<file path="src/common/upb_pkg.sv">
// constants, field layout and state type for the upper pin bank block
// assumes a single 125 MHz clock and a synchronous active-high reset
package upb_pkg;

  // ----------------------------------------------------------------
  // timing
  // ----------------------------------------------------------------
  localparam int CLK_MHZ = 125;
  localparam int TICK_US = 1;
  localparam int TICK_CYC = TICK_US * CLK_MHZ;
  localparam int DEB_TIME_US = 10000;
  localparam int DEB_TICKS_DEF = DEB_TIME_US / TICK_US;
  localparam int WAIT_TIME_MS = 500;
  localparam int WAIT_TICKS_DEF = WAIT_TIME_MS * 1000 / TICK_US;
  localparam int TICK_W = 7;
  localparam int DCNT_W = 14;
  localparam int WCNT_W = 19;

  // ----------------------------------------------------------------
  // register indices (byte address is four times the index)
  // ----------------------------------------------------------------
  localparam logic [5:0] IDX_PAIR_8_9 = 6'h19;
  localparam logic [5:0] IDX_PAIR_10_11 = 6'h1a;
  localparam logic [5:0] IDX_PAIR_12_13 = 6'h1b;
  localparam logic [5:0] IDX_PAIR_14_15 = 6'h1c;
  localparam logic [5:0] IDX_PIN_STATUS = 6'h1d;
  localparam logic [2:0] SEL_STATUS = 3'h4;
  localparam logic [2:0] SEL_NONE = 3'h7;
  localparam logic [7:0] CFG_RESET = 8'h11;

  // ----------------------------------------------------------------
  // field layout inside one pair register
  // ----------------------------------------------------------------
  localparam int HALF_W = 4;
  localparam int FSEL_LSB = 0;
  localparam int POL_BIT = 2;
  localparam int MODE_BIT = 3;
  localparam logic [1:0] FSEL_ALT = 2'h0;
  localparam logic [1:0] FSEL_IN = 2'h1;
  localparam logic [1:0] FSEL_OD = 2'h2;
  localparam logic [1:0] FSEL_PP = 2'h3;

  localparam logic [1:0] RESP_OKAY = 2'h0;
  localparam logic [1:0] RESP_SLVERR = 2'h2;

  typedef struct packed {
    logic [3:0][7:0] cfg;
    logic [7:0] s1;
    logic [7:0] s2;
    logic [7:0] stable;
    logic [7:0][DCNT_W-1:0] dcnt;
    logic [7:0] act_q;
    logic [2:0] fl_s;
    logic [TICK_W-1:0] tick_cnt;
    logic tick;
    logic [WCNT_W-1:0] wcnt;
    logic [7:0] pin_out;
    logic [7:0] pin_oe;
    logic [7:0] in_level;
    logic sysdom_en;
    logic pdom_en;
    logic pdom2_en;
    logic acc_det;
    logic reg9_en;
    logic sda_in;
    logic scl_in;
    logic wake;
    logic wait_to;
    logic awready;
    logic aw_held;
    logic [7:0] aw_addr;
    logic wready;
    logic w_held;
    logic [7:0] w_data;
    logic w_strb;
    logic bvalid;
    logic [1:0] bresp;
    logic arready;
    logic rvalid;
    logic [7:0] rdata;
    logic [1:0] rresp;
  } upb_state_s;

endpackage

</file>
<file path="src/verilog/upb_gpio.sv">
// upper pin bank (pins 8 to 15): function select, polarity, mode,
// debounce, wake-up events and alternate functions, AXI4-Lite registers
// assumes pins and the float flag arrive asynchronously; all other inputs share clk
//
// Decided for this implementation: the AXI4-Lite interface to the registers.
`timescale 1ns/1ps

module upb_gpio
  import upb_pkg::*;
#(
  parameter int DEB_TICKS = DEB_TICKS_DEF,
  parameter int WAIT_TICKS = WAIT_TICKS_DEF
) (
  // clock and reset
  input wire logic clk,
  input wire logic rst,
  // axi4-lite write address
  input wire logic s_axi_awvalid,
  output logic s_axi_awready,
  input wire logic [7:0] s_axi_awaddr,
  input wire logic [2:0] s_axi_awprot,
  // axi4-lite write data
  input wire logic s_axi_wvalid,
  output logic s_axi_wready,
  input wire logic [31:0] s_axi_wdata,
  input wire logic [3:0] s_axi_wstrb,
  // axi4-lite write response
  output logic s_axi_bvalid,
  input wire logic s_axi_bready,
  output logic [1:0] s_axi_bresp,
  // axi4-lite read address
  input wire logic s_axi_arvalid,
  output logic s_axi_arready,
  input wire logic [7:0] s_axi_araddr,
  input wire logic [2:0] s_axi_arprot,
  // axi4-lite read data
  output logic s_axi_rvalid,
  input wire logic s_axi_rready,
  output logic [31:0] s_axi_rdata,
  output logic [1:0] s_axi_rresp,
  // pins 8 to 15, index 0 is pin 8
  input wire logic [7:0] pin_in,
  output logic [7:0] pin_out,
  output logic [7:0] pin_oe,
  // sources inside the device
  input wire logic rtc_blink,
  input wire logic pwm_level,
  input wire logic feedback_pin_one,
  input wire logic supply_fault_out_n,
  input wire logic two_wire_data_low,
  input wire logic fast_two_wire_access,
  input wire logic wait_step_active,
  input wire logic accessory_float_flag,
  // to the power manager
  output logic system_domain_enable,
  output logic power_domain_enable,
  output logic second_power_domain_enable,
  output logic accessory_detect,
  output logic regulator_nine_enable,
  output logic wake_event,
  output logic wait_timeout,
  output logic [7:0] general_input,
  // to the two-wire port
  output logic two_wire_data_in,
  output logic two_wire_clk_in
);

  // ----------------------------------------------------------------
  // constants and decode
  // ----------------------------------------------------------------
  localparam logic [TICK_W-1:0] TICK_LAST = TICK_W'(TICK_CYC - 1);
  localparam logic [DCNT_W-1:0] DEB_LAST = DCNT_W'(DEB_TICKS - 1);
  localparam logic [WCNT_W-1:0] WAIT_LAST = WCNT_W'(WAIT_TICKS - 1);

  // byte address to register slot; misaligned or unknown gives none
  function automatic logic [2:0] reg_sel(input logic [7:0] a);
    logic [2:0] s;
    s = SEL_NONE;
    if (a[1:0] == 2'h0) begin
      case (a[7:2])
        IDX_PAIR_8_9: s = 3'h0;
        IDX_PAIR_10_11: s = 3'h1;
        IDX_PAIR_12_13: s = 3'h2;
        IDX_PAIR_14_15: s = 3'h3;
        IDX_PIN_STATUS: s = SEL_STATUS;
        default: s = SEL_NONE;
      endcase
    end
    return s;
  endfunction

  upb_state_s r;
  upb_state_s next_r;

  // ----------------------------------------------------------------
  // next state
  // ----------------------------------------------------------------
  always_comb begin
    logic [7:0] fsel_alt;
    logic [7:0] mode;
    logic [1:0] f;
    logic pol;
    logic md;
    logic raw_act;
    logic deb_act;
    logic eff;
    logic lvl;
    logic wake_en;
    logic fl_fall;
    logic [2:0] ws;
    logic [2:0] rs;
    fsel_alt = 8'h00;
    mode = 8'h00;
    f = 2'h0;
    pol = 1'b0;
    md = 1'b0;
    raw_act = 1'b0;
    deb_act = 1'b0;
    eff = 1'b0;
    lvl = 1'b0;
    wake_en = 1'b0;
    fl_fall = 1'b0;
    ws = SEL_NONE;
    rs = SEL_NONE;
    next_r = r;

    // 1 us enable for debounce and wait counting
    next_r.tick = 1'b0;
    if (r.tick_cnt == TICK_LAST) begin
      next_r.tick_cnt = '0;
      next_r.tick = 1'b1;
    end else begin
      next_r.tick_cnt = r.tick_cnt + 1'b1;
    end

    // pin and float synchronisers; fl_s[2] is the previous synced value
    next_r.s1 = pin_in;
    next_r.s2 = r.s1;
    next_r.fl_s = {r.fl_s[1:0], accessory_float_flag};
    fl_fall = r.fl_s[2] & ~r.fl_s[1];

    next_r.wake = 1'b0;
    for (int i = 0; i < 8; i++) begin
      f = r.cfg[i/2][HALF_W*(i%2)+FSEL_LSB +: 2];
      pol = r.cfg[i/2][HALF_W*(i%2)+POL_BIT];
      md = r.cfg[i/2][HALF_W*(i%2)+MODE_BIT];
      fsel_alt[i] = (f == FSEL_ALT);
      mode[i] = md;

      // debounce: a level must hold for DEB_TICKS ticks to be taken
      if (r.s2[i] == r.stable[i]) begin
        next_r.dcnt[i] = '0;
      end else if (r.tick) begin
        if (r.dcnt[i] == DEB_LAST) begin
          next_r.stable[i] = r.s2[i];
          next_r.dcnt[i] = '0;
        end else begin
          next_r.dcnt[i] = r.dcnt[i] + 1'b1;
        end
      end

      // polarity maps pin level to active level
      raw_act = pol ? r.s2[i] : ~r.s2[i];
      deb_act = pol ? r.stable[i] : ~r.stable[i];
      eff = md ? deb_act : raw_act;
      next_r.in_level[i] = eff;
      next_r.act_q[i] = eff;

      // pin 12 input only steers the regulator, it raises no wake
      wake_en = md & ((f == FSEL_IN && i != 4) ||
                      (f == FSEL_ALT && i < 3));
      if (wake_en && eff && !r.act_q[i]) begin
        next_r.wake = 1'b1;
      end

      // output level from mode bit, blink or pwm where offered
      lvl = md;
      if ((i == 2 || i == 3) && pol) begin
        lvl = rtc_blink;
      end
      if (i >= 6 && f == FSEL_OD) begin
        lvl = md & pwm_level;
      end

      case (f)
        FSEL_OD: begin
          next_r.pin_out[i] = 1'b0;
          next_r.pin_oe[i] = ~lvl;
        end
        FSEL_PP: begin
          next_r.pin_out[i] = lvl;
          next_r.pin_oe[i] = 1'b1;
        end
        FSEL_IN: begin
          next_r.pin_out[i] = 1'b0;
          next_r.pin_oe[i] = 1'b0;
        end
        default: begin
          next_r.pin_out[i] = 1'b0;
          next_r.pin_oe[i] = 1'b0;
          if (i == 4) begin
            next_r.pin_out[i] = feedback_pin_one;
            next_r.pin_oe[i] = 1'b1;
          end else if (i == 5) begin
            next_r.pin_oe[i] = ~supply_fault_out_n;
          end else if (i == 6) begin
            next_r.pin_oe[i] = two_wire_data_low;
          end
        end
      endcase
    end

    // ----------------------------------------------------------------
    // alternate input functions
    // ----------------------------------------------------------------
    next_r.sysdom_en = fsel_alt[0] & mode[0] & next_r.in_level[0];
    next_r.pdom_en = fsel_alt[1] & next_r.in_level[1];
    next_r.pdom2_en = fsel_alt[2] & next_r.in_level[2];
    next_r.acc_det = fsel_alt[3] & next_r.in_level[3];
    // mode 0 leaves the raw level, so the enable follows it undebounced
    next_r.reg9_en = (r.cfg[2][1:0] == FSEL_IN) & ~mode[4] &
                     next_r.in_level[4];
    if (fsel_alt[3] && mode[3] && fl_fall) begin
      next_r.wake = 1'b1;
    end

    // pin 15 follows pin 14 into the two-wire role
    next_r.sda_in = fsel_alt[6] ? r.s2[6] : 1'b1;
    next_r.scl_in = fsel_alt[6] ? r.s2[7] : 1'b1;
    if (fsel_alt[6] && mode[6] && fast_two_wire_access) begin
      next_r.wake = 1'b1;
    end

    // wait step timeout; held until the wait step ends
    if (fsel_alt[2] && mode[2] && wait_step_active) begin
      if (r.tick && !r.wait_to) begin
        if (r.wcnt == WAIT_LAST) begin
          next_r.wait_to = 1'b1;
        end else begin
          next_r.wcnt = r.wcnt + 1'b1;
        end
      end
    end else begin
      next_r.wcnt = '0;
      next_r.wait_to = 1'b0;
    end

    // ----------------------------------------------------------------
    // axi4-lite write
    // ----------------------------------------------------------------
    if (r.awready && s_axi_awvalid) begin
      next_r.aw_held = 1'b1;
      next_r.aw_addr = s_axi_awaddr;
    end
    if (r.wready && s_axi_wvalid) begin
      next_r.w_held = 1'b1;
      next_r.w_data = s_axi_wdata[7:0];
      next_r.w_strb = s_axi_wstrb[0];
    end
    if (r.bvalid && s_axi_bready) begin
      next_r.bvalid = 1'b0;
    end
    if (r.aw_held && r.w_held && !r.bvalid) begin
      ws = reg_sel(r.aw_addr);
      next_r.bresp = RESP_SLVERR;
      if (ws < SEL_STATUS) begin
        next_r.bresp = RESP_OKAY;
        if (r.w_strb) begin
          next_r.cfg[ws[1:0]] = r.w_data;
        end
      end
      next_r.bvalid = 1'b1;
      next_r.aw_held = 1'b0;
      next_r.w_held = 1'b0;
    end
    next_r.awready = ~next_r.aw_held & ~next_r.bvalid;
    next_r.wready = ~next_r.w_held & ~next_r.bvalid;

    // ----------------------------------------------------------------
    // axi4-lite read
    // ----------------------------------------------------------------
    if (r.rvalid && s_axi_rready) begin
      next_r.rvalid = 1'b0;
    end
    if (r.arready && s_axi_arvalid) begin
      rs = reg_sel(s_axi_araddr);
      next_r.rvalid = 1'b1;
      next_r.rresp = RESP_OKAY;
      if (rs < SEL_STATUS) begin
        next_r.rdata = r.cfg[rs[1:0]];
      end else if (rs == SEL_STATUS) begin
        next_r.rdata = r.in_level;
      end else begin
        next_r.rdata = 8'h00;
        next_r.rresp = RESP_SLVERR;
      end
    end
    next_r.arready = ~next_r.rvalid;
  end

  // ----------------------------------------------------------------
  // state register
  // ----------------------------------------------------------------
  always_ff @(posedge clk) begin
    if (rst) begin
      r <= '0;
      r.cfg <= {4{CFG_RESET}};
      r.s1 <= 8'hff;
      r.s2 <= 8'hff;
      r.stable <= 8'hff;
      r.fl_s <= 3'h0;
      r.sda_in <= 1'b1;
      r.scl_in <= 1'b1;
    end else begin
      r <= next_r;
    end
  end

  // ----------------------------------------------------------------
  // outputs, all straight from the state register
  // ----------------------------------------------------------------
  assign s_axi_awready = r.awready;
  assign s_axi_wready = r.wready;
  assign s_axi_bvalid = r.bvalid;
  assign s_axi_bresp = r.bresp;
  assign s_axi_arready = r.arready;
  assign s_axi_rvalid = r.rvalid;
  assign s_axi_rdata = {24'h000000, r.rdata};
  assign s_axi_rresp = r.rresp;
  assign pin_out = r.pin_out;
  assign pin_oe = r.pin_oe;
  assign system_domain_enable = r.sysdom_en;
  assign power_domain_enable = r.pdom_en;
  assign second_power_domain_enable = r.pdom2_en;
  assign accessory_detect = r.acc_det;
  assign regulator_nine_enable = r.reg9_en;
  assign wake_event = r.wake;
  assign wait_timeout = r.wait_to;
  assign general_input = r.in_level;
  assign two_wire_data_in = r.sda_in;
  assign two_wire_clk_in = r.scl_in;

endmodule
</file>
<file path="config.mk">
export PLATFORM = sky130hd
export DESIGN_NAME = upb_gpio
export DESIGN_NICKNAME = d
export VERILOG_FILES = /design/src/common/upb_pkg.sv /design/src/verilog/upb_gpio.sv
export SDC_FILE = /design/constraint.sdc
export NUM_CORES = 1
export LEC_CHECK = 0
export ABC_AREA = 1
export ABC_CLOCK_PERIOD_IN_PS = 2500
export BUFFER_PORTS_ARGS = -buffer_cell sky130_fd_sc_hd__buf_2
export CORE_MARGIN = 5
export CORE_UTILIZATION = 43
export DETAILED_ROUTE_END_ITERATION = 12
export HOLD_SLACK_MARGIN = 0.12
export PLACE_DENSITY = 0.67
export SYNTH_ARGS = -nofsm -noshare
export SYNTH_HDL_FRONTEND = slang
export SYNTH_SLANG_ARGS = --single-unit
</file>
<file path="constraint.sdc">
create_clock -name clk -period 2.5 [get_ports clk]
set_input_delay 0.5 -clock clk [delete_from_list [all_inputs] [get_ports clk]]
set_output_delay 0.5 -clock clk [all_outputs]
set_load 0.02 [all_outputs]
</file>
==> results list, run 1 <==
* Fin Setup TNS: 0 ns
* Count of distinct cell types in the synthesized netlist: 42
- Critical-path cell with the highest stage delay: sky130_fd_sc_hd__o21ai_4
- Post-route worst hold slack: between 0.15 and 0.2 ns
* Count of flip-flops with a built-in enable after synthesis: 0
- The area growth from synthesis to layout is 12.7%.
* Quantity of I/O buffers inserted on ports: 95
- Post-CTS timing repair inserted 0 buffers for setup.
- Number of global-route vias before repair: approximately 10000
* Detailed-route wire length: between 20 and 30 mm
* Critical path's most frequent cell: sky130_fd_sc_hd__nand2_1
* Clock tree from TritonCTS: built
- Pin count of the biggest net entering global routing: 70
- N_diodes: 0
* Overflow after GRT: 0
- The initial antenna violation count was 0.
* Top-Level Pins: roughly 160
- Global routing used approximately 18% of the available tracks across all layers.
* Number of DRC markers after the initial detailed-route iteration: about 690
* Internal reg-to-reg setup slack: between 0.5 and 0.6 ns
- Power Density: about 650 nW/µm²
- Post-synth ARST share: 0%
- Data on the critical path is required at its endpoint by between 2 and 3 ns.
- Mapped cell area: 12300 µm²
* Number of slew-limit violations in the final report: 0
- Start point of the critical path: r[69]
- STA classifies the critical path startpoint as a flop.
- Across all layers, the routed design uses 10700 vias.
- Final hold viol count: 0
* Kind of end point of the critical path: flop
- Average routed wire per standard cell: 13.1 µm
- In the final design database the tool counted between 1500 and 2000 nets.
* Longest Clk Path Bufs: 3
- In this run the most critical hold path is launched from pin_in[5].
* Number of cells produced by synthesis: roughly 1700
* Worst slew slack as a fraction of its limit: a little under three fifths
- Row generation in the floorplan step produced between 60 and 70 rows.
- In the synthesized netlist the dominant register cell turns out to be sky130_fd_sc_hd__dfxtp_1.
- Latest clock arrival within the worst-skew pair: between 0.5 and 0.6 ns
* Peak supply drop: between 0.4 and 0.5 mV
- Once detail routing completed, the nets flagged for antenna violations numbered 0.
- Total of cells resized after clock tree synthesis: 0
* Ratio of cells with drive above 1 in the final layout: between 10% and 20%
- Once placement finished, the instance area stood at between 10000 and 15000 µm².
* Standby leakage power: ~5.5 nW
* Total core area: roughly 28000 µm²
- Number of H-tree branching levels: 1
- After synthesis, the largest area contributor takes up ~43% of total cell area.
* # hold bufs at CTS: 4
- Half-perimeter wire length after placement: between 20 and 25 mm
- Final setup skew: about 0.035 ns
- Max Freq: slightly above 0.5 GHz
- CP Max Fanout: 19
- Walking the worst path, the cells encountered are ha_1 > nand2_1 > nor3_1 > inv_1 > o21ai_4 > nand2_1 > a21oi_2.
- The first global-routing pass estimated about 48 mm of wire.
- Setup repair after global routing left no endpoint under its margin.
- Counting both buffers and inverters, the worst setup path holds a total of 1.
- Post-layout instance area: ~14000 µm²
- Type of the worst setup path: flop to flop
- In this run the horizontal extent of the chip is ~180 µm.
- After layout, the design draws a total of around 9.1 mW.
- Crit Reg-Reg Startpoint: r[69]
* Count of maximum capacitance violations: 0
- Mean post-synth cell area: around 7.2 µm²
* Die outline height: ~180 µm
- Path type of the worst min-delay path: primary input to flop
* Run status: completed
- Setup violations remaining at the end of the flow were counted as 0.
- Measured slew at the worst slew-check pin: roughly 0.64 ns
- Vias per cell: between 4 and 5
- After layout, the minimum clock period comes to 1.96 ns.
* CTS Sinks: ~270
* Longest individual stage delay on the worst path: 0.45 ns
* #FFs+latches synth: ~270
- Sequential-to-total area share from yosys stat: 43.0%
- The congestion estimate from routability-driven global placement came to 0.922.
- Starting density of the core: between 40% and 50%
* Post-detailed-route DRC marker count: 0
* Number of warnings printed during yosys synthesis: 0
- Worst path top cell family by delay: compound AO/OA/AOI/OAI gates
- After clock tree synthesis, the clock-pin slew on the worst setup and hold paths is approximately 0.060 ns.
* Top area cells in the synthesized netlist: sky130_fd_sc_hd__dfxtp_1 (43%), sky130_fd_sc_hd__nand2_1 (11%), sky130_fd_sc_hd__nor2_1 (6.8%), sky130_fd_sc_hd__a21oi_1 (5.3%), sky130_fd_sc_hd__inv_1 (5.3%)
- After layout, the worst path uses roughly four fifths of the clock period.
- Root buffer selected by CTS: sky130_fd_sc_hd__clkbuf_16
- Most area-hungry cell type in the Yosys netlist: sky130_fd_sc_hd__dfxtp_1
- Inserted Clock Buffers: 28
- The floorplan step defined a die boundary enclosing 32200 µm².
- For this run, the detailed router's first-pass iteration total came to 5.
- For the worst setup path, the data arrival time is ~2.4 ns.
worst register-to-register path, cell delays in order, from the launching register on:
cell and delay, ns:
sky130_fd_sc_hd__dfxtp_1 0.42, sky130_fd_sc_hd__ha_1 0.31, sky130_fd_sc_hd__nand2_1 0.10, sky130_fd_sc_hd__nor3_1 0.22
sky130_fd_sc_hd__inv_1 0.11, sky130_fd_sc_hd__o21ai_4 0.45, sky130_fd_sc_hd__nand2_1 0.14, sky130_fd_sc_hd__a21oi_2 0.15
sequential cells by signal, indices dropped and copies added (netlist names), 8 cells and up:
name / flops
r: 207
next_r: 10
s_axi_rdata: 8
pin_oe: 8
pin_out: 8
general_input: 8
power breakdown:
part	internal (mW)	total (mW)	switching (mW)
Sequential	4.29	4.34	0.0509
Clock	2.76	4.40	1.65
Combinational	0.109	0.346	0.237
Total	7.15	9.09	1.93
worst paths after layout:
path | endpoint | cells after the start
worst max-delay path | r[79] | 7
worst max register to register | r[79] | 7
worst min register to register | r[232] | 1
worst min-delay path | next_r[232] | 2
cell usage in the layout, fill, tap and decap left out, types with 5 or more instances in the layout:
cell type / instances
sky130_fd_sc_hd__or2_2: 31
sky130_fd_sc_hd__nand4_1: 27
sky130_fd_sc_hd__a211oi_1: 5
sky130_fd_sc_hd__a31oi_1: 7
sky130_fd_sc_hd__inv_2: 12
sky130_fd_sc_hd__nor3_1: 55
sky130_fd_sc_hd__nor3b_1: 6
sky130_fd_sc_hd__a21oi_2: 11
sky130_fd_sc_hd__nand3_1: 99
sky130_fd_sc_hd__inv_1: 174
sky130_fd_sc_hd__xor2_1: 33
sky130_fd_sc_hd__xnor2_1: 16
sky130_fd_sc_hd__bufinv_16: 5
sky130_fd_sc_hd__nor2_4: 5
sky130_fd_sc_hd__nor2_1: 224
sky130_fd_sc_hd__and3_1: 6
sky130_fd_sc_hd__clkbuf_16: 28
sky130_fd_sc_hd__ha_1: 11
sky130_fd_sc_hd__nand2_1: 348
sky130_fd_sc_hd__nand2_2: 5
sky130_fd_sc_hd__buf_2: 95
sky130_fd_sc_hd__clkbuf_8: 7
sky130_fd_sc_hd__conb_1: 26
sky130_fd_sc_hd__nor4_1: 27
sky130_fd_sc_hd__o21a_1: 7
sky130_fd_sc_hd__o211ai_1: 15
sky130_fd_sc_hd__dfxtp_1: 265
sky130_fd_sc_hd__o21ai_0: 69
sky130_fd_sc_hd__a21oi_1: 131
layout make-up:
| type | count | area (µm²) |
|---|---|---|
| tap | 384 | 480 |
| fill | 2836 | 14600 |
| multi-input combinational | 1182 | 5780 |
| timing repair buffer | 107 | 626 |
| inverter | 187 | 702 |
| clock buffer | 38 | 808 |
| clock inverter | 10 | 186 |
| sequential | 265 | 5310 |
cell usage after synthesis (all sizes together) (7+ instances only):
cell type  count
nand2        353
dfxtp        265
nor2         231
inv          186
a21oi        142
nand3        102
buf           77
o21ai         71
nor3          55
xor2          33
or2           31
nand4         27
nor4          27
clkbuf        20
o211ai        16
xnor2         16
ha            11
a31oi          7
o21a           7
kinds of logic after synthesis:
family,count (synthesis),synth area share (%)
compound gates,254,11.6
xor+xnor,49,3.48
fa+ha+maj,11,1.12
buf+inv,284,10.8
flops,265,43.0
other cells,1,0.0304
simple gates,842,29.9
routing by layer:
layer / up-vias / track usage, % / share of wire (%)
met3: 54 / 2.29 / 3.9
met1: 4858 / 24.6 / 48
met5: - / 0 / 0
met2: 192 / 29.4 / 45
li1: 5584 / - / -
met4: 0 / 4.82 / 2.6
through the flow:
stage / cells / utilization, % / setup WS, ns
floorplan: 1731 / - / 0.842
global placement: 2121 / 45.2 / 0.523
detailed placement: 2121 / 45.2 / 0.512
CTS: 2173 / 48.8 / 0.491
global route: 2173 / 48.8 / 0.276
finish: 2173 / 48.8 / 0.535
Note: power is estimated with default switching activity, not from simulation.
==> run 2: changes to the inputs <==
ABC_AREA = 0   (was 1)
ABC_CLOCK_PERIOD_IN_PS = 1770   (was 2500)
PLACE_DENSITY = 0.7   (was 0.67)
clock period = 1.77 ns   (was 2.5 ns; I/O delays follow)
==> run 2 against run 1 <==
The flow now finishes with violations (negative setup slack). Synthesized cell count shrank 24%. Global-route usage shrank 0.78 points. Area after synthesis shrank 6.5%. Maximum frequency grew 10%. Sequential power grew 41%. Via count shrank 14%. Die area shrank 6.1%. Clock power grew 31%. Cell area grew 0.34%. Count of clock-buffer cells in the layout grew 1. Critical path type unchanged. Critical endpoint is now r[243]. Largest power group is now sequential cells.
==> results list, run 2 <==
- Post-detailed-route DRC marker count: 0 (unchanged)
- The number of standard cells after synthesis came to 1293 (-24%).
- The maximum cell stage delay along the critical path is 0.33 ns (-0.12 ns).
- The number of maximum-capacitance violations was 0 (unchanged).
- CP required: 2.19 ns (-0.77 ns)
* Startpoint class of the critical path: flop
- Number of DRC markers after the initial detailed-route iteration: 649 (-5.4%)
- CP Max Fanout: 5 (-14)
* Detailed-route wire length: 26.9 mm (-5.4%)
- The final-report max-slew violation count came to 0 (unchanged).
- Row cnt: 60 (-3.2%)
* #FFs+latches synth: 265 (unchanged)
- Post-layout power: 12.4 mW (+36%)
- Die outline height: 174 µm (-3.1%)
- Wire length of the first global-routing pass: 43.7 mm (-8.7%)
- The number of flip-flops in the largest register was 207 (unchanged).
- Run status: finished, violations left
- Pin count of the biggest net entering global routing: 85 (+21%)
- The count of buffers from port buffering was 95 (unchanged).
* Top-Level Pins: 155 (unchanged)
- Cells traversed along the worst timing path: nor4b_4 > nand4_1 > buf_6 > nor4b_4 > buf_6 > nor2b_1 > a211o_1
* Total core area: 26700 µm² (-6.4%)
* Latest clock arrival within the worst-skew pair: 0.53 ns (-0.02 ns)
* Mean post-synth cell area: 8.92 µm² (+23%)
* Number of global-route vias before repair: 8904 (-11%)
* Kind of end point of the critical path: flop
- N_diodes: 0 (unchanged)
* Worst Path Buf+Inv: 2 (+1)
- Final setup skew: 0.00923 ns (-0.0257 ns)
* Average routed wire per standard cell: 14.8 µm (+14%)
* Overflow after GRT: 0 (unchanged)
- The fraction of layout instances using a drive strength above 1 came to 18.7% (+6.3 points).
- Setup repair after global routing could not meet its margin everywhere.
- The number of different library cells in the post-synthesis netlist is 56 (+33%).
- Critical path data arrival time: 2.20 ns (-0.23 ns)
- Register bank with the most flops: r
- The most common cell in the synthesized netlist is sky130_fd_sc_hd__dfxtp_1.
- Number of nets in the layout: 1539 (-17%)
* Most used flip-flop cell after synthesis: sky130_fd_sc_hd__dfxtp_1
- Global-route total usage across every layer: 17.0% (-0.78 points)
* Measured slew at the worst slew-check pin: 0.546 ns (-0.0956 ns)
* Final setup violation count: 3 (+3)
- The x dimension of the die came to 174 µm (-3.1%).
- Post-route clock period utilization: 101% (+22 points)
- Leaving out fill and tap cells, the most frequent cells in the layout are sky130_fd_sc_hd__dfxtp_1 (259), sky130_fd_sc_hd__nor2_1 (204), sky130_fd_sc_hd__nand2_1 (122).
* Post-synth ARST share: 0% (unchanged)
- The total power divided by cell area came to 888 nW/µm² (+36%).
- Share of Yosys cell area claimed by the top area cell type: 46.0% (+3.0 points)
- The worst ir drop on vdd came to 0.616 mV (+35%).
- Vias per cell: 5.08 (+3.2%)
* Overall via count from detail_route: 9190 (-14%)
- Counting instances in the post-synthesis netlist gives the leading cell types as sky130_fd_sc_hd__dfxtp_1 (265), sky130_fd_sc_hd__nor2_1 (204), sky130_fd_sc_hd__nand2_1 (123).
* Leading cell type in the layout, fill and taps excluded: sky130_fd_sc_hd__dfxtp_1
- The initial antenna violation count came to 1 (+1).
- Top area cells in the synthesized netlist: sky130_fd_sc_hd__dfxtp_1 (46%), sky130_fd_sc_hd__nor2_1 (6.6%), sky130_fd_sc_hd__xor2_1 (5.7%), sky130_fd_sc_hd__xnor2_1 (4.7%), sky130_fd_sc_hd__mux2i_1 (4.6%)
- Clock tree from TritonCTS: built
- The worst setup margin is -0.0120 ns (-0.547 ns).
- Shortest period the worst path allows: 1.78 ns (-0.183 ns)
* Type of the worst setup path: flop to flop
- Max Freq: 0.561 GHz (+10%)
- The largest individual stage delay along the critical path comes from the cell sky130_fd_sc_hd__dfxtp_2.
* Sequential-to-total area share from yosys stat: 46.0% (+3.0 points)
- The total die area came to 30200 µm² (-6.1%).
- Count of flip-flops with a built-in enable after synthesis: 0 (unchanged)
- Worst path top cell family by delay: simple AND/OR/NAND/NOR gates
* Half-perimeter wire length after placement: 19.1 mm (-8.7%)
- The worst hold path belongs to the class primary input to flop.
* Number of nets with antenna violations after routing: 0 (unchanged)
- Compared with the post-synthesis result, the final layout area differs by 20.9%.
* Root buffer selected by CTS: sky130_fd_sc_hd__clkbuf_16
- Of all cell types, the one taking the most synthesized area is sky130_fd_sc_hd__dfxtp_1.
* Violations in the final reports: negative setup slack
* Fin Setup TNS: -0.0291 ns (-0.0291 ns)
- The starting density of the core is 43.3% (about the same).
- CTS Sinks: 265 (unchanged)
- The count of endpoints failing hold in the final timing report came to 0 (unchanged).
- Number of warnings printed during yosys synthesis: 0 (unchanged)
- The worst-case headroom to the max-slew limit came to 63.1% (+6.3 points).
* Longest Clk Path Bufs: 3 (unchanged)
* Inserted Clock Buffers: 28 (unchanged)
* Count of TritonRoute iterations in the first routing pass: 4 (-1)
* Mapped cell area: 11500 µm² (-6.5%)
- Clock-pin slew reported for the worst setup and hold paths after clock tree synthesis: 0.06 ns (about the same)
- The leakage power came to 5.13 nW (-6.3%).
- The number of levels in the clock H-tree came to 1 (unchanged).
- The final weighted congestion in routability-driven placement is 0.866 (-6.0%).
==> run 2: worst paths after layout <==
kind                        start        endpoint  slack [ns]  cells after the start
setup / recovery            r[27]          r[243]       -0.01                      7
hold / removal    s_axi_araddr[4]  s_axi_rresp[1]        0.27                      3
setup reg to reg            r[27]          r[243]       -0.01                      7
hold reg to reg       next_r[228]          r[228]        0.41                      1
==> run 2: cell families (layout without fill, tap and decap cells) <==
kind of cell | Yosys count | in the layout | synth area share (%)
AOI/OAI and AO/OA | 106 | 106 | 5.80
and+or+nand+nor | 598 | 598 | 25.7
DFF | 265 | 265 | 46.0
adders and majority gates | 11 | 11 | 1.19
buffers and inverters | 122 | 273 | 6.23
muxes | 53 | 53 | 4.60
other | 1 | 26 | 0.0325
xor gates and xnor gates | 137 | 137 | 10.4
==> run 2: metrics by stage <==
stage / cell area, µm² / worst slack [ns] / std cells / hold WS [ns] / utilization (%)
after floorplan: 11600 / 0.00564 / 1318 / 0.389 / -
after global placement: 12500 / -0.105 / 1723 / 0.396 / 47.1
after detailed placement: 12500 / -0.183 / 1723 / 0.395 / 47.1
after CTS: 13800 / 0.00190 / 1808 / 0.253 / 51.9
after global routing: 13900 / -0.111 / 1810 / 0.294 / 52.3
final: 13900 / -0.0120 / 1810 / 0.270 / 52.3
==> run 2: where the power goes <==
group | total (mW) | switching, mW | internal, mW
clock network | 5.78 | 2.33 | 3.45
logic | 0.493 | 0.285 | 0.208
registers | 6.10 | 0.0680 | 6.03
total | 12.4 | 2.68 | 9.69
==> run 2: routing by layer <==
metal  track usage (%)  part of all wire [%]
met5                 0                     0
met4              4.55                   2.2
met3              2.62                   4.6
met2              28.7                    47
met1              22.8                    46
==> run 2: final cells by class <==
class | count | area (µm²)
inverters | 9 | 33.8
fillers | 2413 | 12700
clock inverters | 13 | 119
repair buffers | 212 | 1530
multi-input cells | 931 | 5720
well taps | 341 | 427
flip-flops and latches | 265 | 5310
clock buffers | 39 | 803
==> run 2: repair_timing <==
item / in CTS / in global routing
buffers inserted: 1 / 1
gates resized for setup: 6 / 27
cloned: 0 / 1
endpoints found under the setup margin: 36 / 69
endpoints found under the hold margin: 32 / 0
pin swaps: 4 / 10
hold buffers: 32 / 0
==> run 2: tightest hold or removal path: stages <==
cell and delay (ns):
sky130_fd_sc_hd__buf_2 0.14, sky130_fd_sc_hd__a2111oi_0 0.10, sky130_fd_sc_hd__nor3_1 0.16
